[src/verilog/mas_map.vh]
`ifndef MAS_MAP_VH
`define MAS_MAP_VH
// register byte offsets on the apb side
`define MAS_SETUP_OFF 12'h000
`define MAS_DELAY_OFF 12'h004
`define MAS_WAIT_OFF 12'h008
`define MAS_READ_OFF 12'h00C
`define MAS_STAT_OFF 12'h010
// setup register fields
`define MAS_CHSEL_LSB 0
`define MAS_REFSEL_BIT 3
`define MAS_EN_BIT 4
`define MAS_CNT_LSB 5
`define MAS_REPEAT_BIT 8
// delay register fields
`define MAS_DLY_LSB 0
`define MAS_EDGE_BIT 4
`define MAS_HOLDOFF_BIT 5
`define MAS_EXTTRG_BIT 6
// wait register fields
`define MAS_WAIT_LSB 0
`define MAS_BIAS1_LSB 4
`define MAS_BIAS2_LSB 6
// read register fields
`define MAS_RSEL_LSB 0
// reset values
`define MAS_SETUP_RST 32'h00000000
`define MAS_DELAY_RST 32'h00000000
`define MAS_WAIT_RST 32'h00000000
// timing: delay step 50 us, wait unit 20 us, at 25 MHz
`define MAS_CLK_MHZ 25
`define MAS_DLY_STEP_US 50
`define MAS_WAIT_UNIT_US 20
`define MAS_DLY_STEP_CYC (`MAS_DLY_STEP_US * `MAS_CLK_MHZ)
`define MAS_WAIT_UNIT_CYC (`MAS_WAIT_UNIT_US * `MAS_CLK_MHZ)
// read select codes
`define MAS_RD_AVG 2'b00
`define MAS_RD_MIN 2'b01
`define MAS_RD_MAX 2'b10
`define MAS_RD_LAST 2'b11
`endif

[src/verilog/mas_sequencer.v]
`timescale 1ns/10ps
`include "mas_map.vh"
module mas_sequencer (
    input wire pclk,
    input wire presetn,
    input wire psel,
    input wire penable,
    input wire pwrite,
    input wire [11:0] paddr,
    input wire [31:0] pwdata,
    output reg [31:0] prdata,
    output reg pready,
    output reg pslverr,
    input wire power_detected,
    input wire trigger_input_pin,
    input wire conv_done,
    input wire [9:0] conv_data,
    output reg conv_start,
    output reg [2:0] mux_select,
    output reg full_scale_high,
    output reg internal_ref_en,
    output reg [1:0] bias_one_sel,
    output reg [1:0] bias_two_sel,
    output reg thermistor_bias_en,
    output reg input_one_bias_en,
    output reg int_n
);
    localparam S_IDLE = 5'b00001;
    localparam S_ARM = 5'b00010;
    localparam S_DELAY = 5'b00100;
    localparam S_CONV = 5'b01000;
    localparam S_WAIT = 5'b10000;

    reg [31:0] setup_q;
    reg [31:0] delay_q;
    reg [31:0] wait_q;
    reg [1:0] rsel_q;
    reg int_mask_q;
    reg done_q;
    reg [4:0] state_q;
    reg [4:0] state_d;
    reg [15:0] tmr_q;
    reg [8:0] left_q;
    reg [18:0] sum_q;
    reg [9:0] min_q;
    reg [9:0] max_q;
    reg [9:0] last_q;
    reg [10:0] res_avg_q;
    reg [9:0] res_min_q;
    reg [9:0] res_max_q;
    reg [9:0] res_last_q;
    reg en_q;
    reg trg_q;
    reg [3:0] shift_q;

    wire wr = psel && penable && pwrite;
    wire busy = (state_q != S_IDLE);
    wire ext_mode = delay_q[`MAS_EXTTRG_BIT];
    wire edge_rise = delay_q[`MAS_EDGE_BIT];
    wire trg_active = edge_rise ? trigger_input_pin : !trigger_input_pin;
    wire trg_edge = edge_rise ? (trigger_input_pin && !trg_q) : (!trigger_input_pin && trg_q);
    wire en_now = setup_q[`MAS_EN_BIT];
    wire en_rise = en_now && !en_q;
    wire [2:0] cnt_code = setup_q[`MAS_CNT_LSB +: 3];
    wire last_sample = (left_q == 9'h001);
    wire [3:0] dly_code = delay_q[`MAS_DLY_LSB +: 4];
    wire [2:0] wait_code = wait_q[`MAS_WAIT_LSB +: 3];
    wire [18:0] sum_next = sum_q + {9'h000, conv_data};
    // full-width shift, the average itself never needs more than 11 bits
    wire [18:0] avg_full = sum_next >> shift_q;
    // largest delay and wait codes still fit the 16-bit timer
    wire [31:0] dly_cyc = {28'h0000000, dly_code} * `MAS_DLY_STEP_CYC;
    wire [31:0] wait_cyc = (32'h00000001 << wait_code) * `MAS_WAIT_UNIT_CYC;

    // sample count 1,4,8..256 as a shift
    function [8:0] count_of;
        input [2:0] c;
        begin
            count_of = (c == 3'h0) ? 9'h001 : (9'h002 << c);
        end
    endfunction

    function [3:0] shift_of;
        input [2:0] c;
        begin
            shift_of = (c == 3'h0) ? 4'h0 : ({1'b0, c} + 4'h1);
        end
    endfunction

    function [10:0] pick;
        input [1:0] s;
        begin
            case (s)
                `MAS_RD_AVG: pick = res_avg_q;
                `MAS_RD_MIN: pick = {1'b0, res_min_q};
                `MAS_RD_MAX: pick = {1'b0, res_max_q};
                default: pick = {1'b0, res_last_q};
            endcase
        end
    endfunction

    // fsm
    always @*
    begin
        state_d = state_q;
        case (state_q)
            S_IDLE:
                if (en_rise)
                    state_d = ext_mode ? S_ARM : S_DELAY;
            S_ARM:
                if (trg_edge)
                    state_d = S_DELAY;
            S_DELAY:
                if (tmr_q == 16'h0000)
                    state_d = (!ext_mode || trg_active) ? S_CONV : S_ARM;
            S_CONV:
                if (conv_done)
                    state_d = last_sample ? (setup_q[`MAS_REPEAT_BIT] ? S_WAIT : S_IDLE) : S_WAIT;
            S_WAIT:
                if (tmr_q == 16'h0000)
                begin
                    // holdoff: later samples need the trigger still active
                    if (ext_mode && delay_q[`MAS_HOLDOFF_BIT] && !trg_active)
                        state_d = S_ARM;
                    else
                        state_d = S_CONV;
                end
            default: state_d = S_IDLE;
        endcase
    end

    always @(posedge pclk or negedge presetn)
    begin
        if (!presetn)
        begin
            state_q <= S_IDLE;
            tmr_q <= 16'h0000;
            left_q <= 9'h000;
            sum_q <= 19'h00000;
            min_q <= 10'h3FF;
            max_q <= 10'h000;
            last_q <= 10'h000;
            res_avg_q <= 11'h000;
            res_min_q <= 10'h000;
            res_max_q <= 10'h000;
            res_last_q <= 10'h000;
            done_q <= 1'b0;
            en_q <= 1'b0;
            trg_q <= 1'b0;
            shift_q <= 4'h0;
            conv_start <= 1'b0;
        end
        else
        begin
            state_q <= state_d;
            en_q <= en_now;
            trg_q <= trigger_input_pin;
            conv_start <= 1'b0;
            if (tmr_q != 16'h0000)
                tmr_q <= tmr_q - 16'h0001;
            if (state_q == S_IDLE && en_rise)
            begin
                left_q <= count_of(cnt_code);
                shift_q <= shift_of(cnt_code);
                sum_q <= 19'h00000;
                min_q <= 10'h3FF;
                max_q <= 10'h000;
                done_q <= 1'b0;
                tmr_q <= 16'h0000;
            end
            if (state_q == S_ARM && trg_edge)
                tmr_q <= dly_cyc[15:0];
            if (state_d == S_CONV && state_q != S_CONV)
                conv_start <= 1'b1;
            if (state_q == S_CONV && conv_done)
            begin
                // word handed to the arithmetic unit
                last_q <= conv_data;
                sum_q <= sum_next;
                if (conv_data < min_q)
                    min_q <= conv_data;
                if (conv_data > max_q)
                    max_q <= conv_data;
                left_q <= left_q - 9'h001;
                tmr_q <= wait_cyc[15:0];
                if (last_sample)
                begin
                    // cycle end: copy all four results
                    res_avg_q <= avg_full[10:0];
                    res_min_q <= (conv_data < min_q) ? conv_data : min_q;
                    res_max_q <= (conv_data > max_q) ? conv_data : max_q;
                    res_last_q <= conv_data;
                    done_q <= 1'b1;
                    if (setup_q[`MAS_REPEAT_BIT])
                    begin
                        left_q <= count_of(cnt_code);
                        sum_q <= 19'h00000;
                        min_q <= 10'h3FF;
                        max_q <= 10'h000;
                    end
                end
            end
        end
    end

    // apb slave, zero wait, host-only access
    always @(posedge pclk or negedge presetn)
    begin
        if (!presetn)
        begin
            setup_q <= `MAS_SETUP_RST;
            delay_q <= `MAS_DELAY_RST;
            wait_q <= `MAS_WAIT_RST;
            rsel_q <= 2'b00;
            int_mask_q <= 1'b1;
            prdata <= 32'h00000000;
            pready <= 1'b0;
            pslverr <= 1'b0;
        end
        else
        begin
            pready <= psel && !penable;
            pslverr <= 1'b0;
            if (psel && !penable)
            begin
                case (paddr)
                    `MAS_SETUP_OFF: prdata <= setup_q;
                    `MAS_DELAY_OFF: prdata <= delay_q;
                    `MAS_WAIT_OFF: prdata <= wait_q;
                    `MAS_READ_OFF: prdata <= {19'h00000, rsel_q, pick(rsel_q)};
                    `MAS_STAT_OFF: prdata <= {30'h00000000, int_mask_q, !done_q};
                    default: prdata <= 32'h00000000;
                endcase
                pslverr <= !(paddr == `MAS_SETUP_OFF || paddr == `MAS_DELAY_OFF ||
                    paddr == `MAS_WAIT_OFF || paddr == `MAS_READ_OFF ||
                    paddr == `MAS_STAT_OFF);
            end
            if (wr && pready)
            begin
                case (paddr)
                    // setup, delay and read select frozen while a cycle runs, enable bit excepted; wait always written
                    `MAS_SETUP_OFF:
                        if (busy)
                            setup_q[`MAS_EN_BIT] <= pwdata[`MAS_EN_BIT];
                        else
                            setup_q <= {23'h000000, pwdata[8:0]};
                    `MAS_DELAY_OFF: if (!busy) delay_q <= {25'h0000000, pwdata[6:0]};
                    `MAS_WAIT_OFF: wait_q <= {24'h000000, pwdata[7:0]};
                    `MAS_READ_OFF: if (!busy) rsel_q <= pwdata[`MAS_RSEL_LSB +: 2];
                    `MAS_STAT_OFF: int_mask_q <= pwdata[1];
                    default: int_mask_q <= int_mask_q;
                endcase
            end
        end
    end

    // analog side controls
    always @(posedge pclk or negedge presetn)
    begin
        if (!presetn)
        begin
            mux_select <= 3'h0;
            full_scale_high <= 1'b0;
            internal_ref_en <= 1'b1;
            bias_one_sel <= 2'b00;
            bias_two_sel <= 2'b00;
            thermistor_bias_en <= 1'b0;
            input_one_bias_en <= 1'b0;
            int_n <= 1'b1;
        end
        else
        begin
            mux_select <= setup_q[`MAS_CHSEL_LSB +: 3];
            full_scale_high <= (setup_q[`MAS_CHSEL_LSB +: 3] >= 3'h5);
            internal_ref_en <= !setup_q[`MAS_REFSEL_BIT];
            bias_one_sel <= wait_q[`MAS_BIAS1_LSB +: 2];
            bias_two_sel <= wait_q[`MAS_BIAS2_LSB +: 2];
            thermistor_bias_en <= power_detected;
            input_one_bias_en <= power_detected;
            // repeat mode never signals done on int_n
            int_n <= !(done_q && !int_mask_q && !setup_q[`MAS_REPEAT_BIT]);
        end
    end
endmodule // mas_sequencer

[config.mk]
export PLATFORM = sky130hd
export DESIGN_NAME = mas_sequencer
export DESIGN_NICKNAME = d
export VERILOG_FILES = /design/src/verilog/mas_sequencer.v
export VERILOG_INCLUDE_DIRS = /design/src /design/src/verilog
export SDC_FILE = /design/constraint.sdc
export NUM_CORES = 1
export LEC_CHECK = 0
export BUFFER_PORTS_ARGS = -buffer_cell sky130_fd_sc_hd__buf_2
export CAP_MARGIN = 20
export CELL_PAD_IN_SITES_DETAIL_PLACEMENT = 1
export CELL_PAD_IN_SITES_GLOBAL_PLACEMENT = 2
export CORE_MARGIN = 2
export CORE_UTILIZATION = 35
export CTS_CLUSTER_DIAMETER = 60
export DETAILED_ROUTE_END_ITERATION = 10
export PLACE_DENSITY_LB_ADDON = 0.1
export SYNTH_ARGS = -nofsm -noshare
export SYNTH_HDL_FRONTEND = slang
export SYNTH_SLANG_ARGS = --single-unit
[constraint.sdc]
create_clock -name pclk -period 4.95 [get_ports pclk]
set_clock_uncertainty 0.05 [all_clocks]
set_input_delay 0 -clock pclk [delete_from_list [all_inputs] [get_ports pclk]]
set_output_delay 0 -clock pclk [all_outputs]
set_load 0.01 [all_outputs]
==> impl_metrics.yaml <==
setup_path:
  worst_ep_required_time_ns: 5.20
  cp-start-kind: "register"
  crit_slowest_cell: "or3b_2"
  path_buf_inv: 3
  cp-end-kind: "register"
  path_cells: "or3b_2 > inv_1 > ha_1 > ha_1 > inv_1 > fa_1 > inv_1 > fa_1 > ha_1 > a211o_1 > a31oi_1 > o21bai_1 > a211oi_2 > o21bai_1 > a21oi_1 > xnor2_1 > o22ai_1"
  rrSetupSlack_ns: 0.30
  criticalPathCategory: "reg -> reg"
  crit_arrival_ns: 4.90
  crit_fanout: 5
  crit_family: "adder cells"
  slowest_delay_ns: 0.49
yosys:
  ys_ff_latch: 171
  syn_inst: 1238
  synth_commonest_cells: "dfrtp_1 (157), nand2_1 (141), o21ai_0 (87), ha_1 (85), nor2_1 (75)"
  synth_most_common_cell: "dfrtp_1"
  synth-edff-count: 0
  ys_seq_area_share_pct: 36.2
  yosys_warnings: 0
  synth_flop_cell: "dfrtp_1"
  synth.area.top_cells: "dfrtp_1 (33%), ha_1 (9.0%), nand2_1 (4.5%)"
  synth_largest_area_cell: "dfrtp_1"
  synth_top_area_share_pct: 33.1
  async_flop_share_pct: 100
  avgSynthCellArea_um2: 9.58
  synth_cell_type_count: 84
  syn_area_um2: 11900
routing:
  viasPerCell: 5.35
  ant_nets: 0
  first_pass_iters: 5
  drt-total-wl_um: 35700
  wire_per_inst_um: 20.2
  vias: 9460
  drt_iter0_drc: 391
  drc: 0
power:
  ir_worst_vdd_mv: 0.259
  power.leakage_nw: 6.52
  powerDensity_nw_per_um2: 244
  power_frac_seq_pct: 46.2
  sw_frac_of_total_pct: 28.4
  p_clk_share_pct: 41.8
  combPwrFrac_pct: 12.1
  p_switching_mw: 0.931
  p_int_mw: 2.34
floorplanning:
  die_w_um: 188
  core_um2: 33400
  std_cell_rows: 67
  die_y_um: 188
  die_area_um2: 35400
  initial_core_util_pct: 35.4
  ios: 109
final_layout:
  nFillCells: 3760
  num-nets-final: 1476
  area.sequential_um2: 4300
  syn2layout_area_growth_pct: 13.4
  drive_gt1_share_pct: 16.1
  multi_input_area_um2: 6970
  fin_area_um2: 13400
  n_antenna_cell: 0
flow_run:
  cap_violations: 0
global_routing:
  antenna_found_initial: 1
  grt_pass1_wl_um: 57800
  grt_pass1_vias: 10100
  grt_max_degree: 111
  grt_usage_pct: 21.0
  grt_remaining_overflow: 0
clock_network:
  max-clock-path-buffers: 2
  cts_buffers: 17
  cts.sinks: 171
  cts_root_buf: "clkbuf_16"
  cts_tree: "yes"
  clk_pin_slew_worst_paths_ns: 0.07
  clk_latency_ns: 0.45
  cts_setup_buffers: 0
  h-tree-depth: 4
sta:
  fin_setup_tns_ns: 0
  setup_viol: 0
  period_minus_slack_ns: 4.65
  relSlewSlack_pct: 31.0
  finalHoldViolCount: 0
  rsz0062_at_grt: "no"
  fmax_ghz: 0.215
  worstMarginPinSlew_ns: 1.02
  period_share_pct: 93.9
  slew_violations: 0
status:
  outcome: "completed"
placement:
  dp_hpwl_um: 26600
  placed_area_um2: 12600
  port_buffers: 66
  place.gp.congestion: 0.773
worst_hold_path:
  min_path_type: "in -> reg"
==> routing by layer <==
metal / up-vias / track usage [%] / routed length, µm
met5: - / 0 / 0
met4: 0 / 3.79 / 318
met3: 21 / 2.90 / 836
met2: 107 / 35.9 / 17800
met1: 4773 / 28.5 / 16700
li1: 4559 / - / -
==> kinds of logic after synthesis <==
group                    synth area share [%]
AND/OR/NAND/NOR                          14.8
AO/OA/AOI/OAI                            18.4
flip-flops                               36.2
buffers and inverters                    5.84
adder cells (fa/ha/maj)                  12.7
multiplexers                             9.32
XOR/XNOR                                 2.66
other                                  0.0633
==> metrics by stage <==
| step | worst slack [ns] | util [%] | hold slack, ns | power, mW | std cells |
|---|---|---|---|---|---|
| after global placement | 0.315 | 37.6 | 0.0610 | 1.92 | 1709 |
| after CTS | 0.207 | 40.1 | 0.0175 | 3.33 | 1767 |
| after floorplan | 0.412 | - | -0.346 | 1.79 | 1258 |
| after detailed placement | 0.239 | 37.7 | 0.0605 | 1.92 | 1710 |
| after global routing | 0.0183 | 40.2 | 0.0569 | 3.43 | 1767 |
| final | 0.301 | 40.2 | 0.0210 | 3.27 | 1767 |
==> timing repair <==
action | 4_1_cts | 5_1_grt
hold buffers | 26 | 0
gates resized for setup | 0 | 3
setup endpoints to repair | 0 | 2
hold endpoints to repair | 172 | 0
==> flip-flops by register name, indices dropped and copies added (netlist names), 5 cells and up <==
| signal | count |
|---|---|
| delay_q | 7 |
| left_q | 9 |
| max_q | 10 |
| min_q | 10 |
| prdata | 13 |
| res_avg_q | 11 |
| res_last_q | 10 |
| res_max_q | 10 |
| res_min_q | 10 |
| setup_q | 9 |
| state_q | 5 |
| sum_q | 19 |
| tmr_q | 16 |
| wait_q | 8 |
==> power by group through the flow <==
stage          logic, mW  registers (mW)  clock network (mW)
2_1_floorplan      0.265            1.52                   0
3_3_place_gp       0.383            1.54                   0
5_1_grt            0.441            1.52                1.47
4_1_cts            0.401            1.51                1.41
3_5_place_dp       0.384            1.54                   0
6_report           0.396            1.51                1.37
==> final cells by class <==
class / count / area share (%)
Timing Repair Buffer: 114 / 5.69
Sequential cell: 171 / 32.0
Inverter: 74 / 2.07
Tap cell: 448 / 4.17
Clock buffer: 18 / 3.27
Multi-Input combinational cell: 929 / 51.9
Clock inverter: 13 / 0.987
==> cell usage in the layout (no fill, tap or decap), types with 17 or more instances in the layout <==
master / synthesis / layout
a21o_1: 18 / 18
a21oi_1: 42 / 41
a22o_1: 26 / 26
buf_2: 9 / 65
buf_4: 21 / 22
clkbuf_16: 0 / 17
conb_1: 2 / 22
dfrtp_1: 157 / 157
dlygate4sd3_1: 0 / 26
fa_1: 22 / 22
ha_1: 85 / 85
inv_1: 74 / 74
mux2_2: 33 / 33
mux2i_1: 35 / 35
mux4_2: 17 / 17
nand2_1: 141 / 140
nand3_1: 20 / 20
nor2_1: 75 / 74
nor2b_1: 17 / 17
nor3_1: 25 / 25
o21ai_0: 87 / 87
xnor2_1: 19 / 19
xor2_1: 17 / 17
==> final timing paths <==
kind | start | endpoint | depth (start not counted)
setup / recovery | wait_q[1] | tmr_q[15] | 17
hold / removal | conv_done | state_q[3] | 3
setup reg to reg | wait_q[1] | tmr_q[15] | 17
hold reg to reg | setup_q[3] | internal_ref_en | 1
max in group asynchronous | presetn | min_q[2] | 3
min in group asynchronous | presetn | left_q[0] | 2
==> worst reg2reg max path, cell delays in order, from the launching register on <==
cell and delay (ns):
dfrtp_1 0.41, or3b_2 0.49, inv_1 0.16, ha_1 0.26, ha_1 0.29, inv_1 0.05, fa_1 0.49, inv_1 0.05
fa_1 0.45, ha_1 0.35, a211o_1 0.32, a31oi_1 0.20, o21bai_1 0.14, a211oi_2 0.26, o21bai_1 0.10, a21oi_1 0.19
xnor2_1 0.14, o22ai_1 0.10
Power figures use the tool's default switching activity.
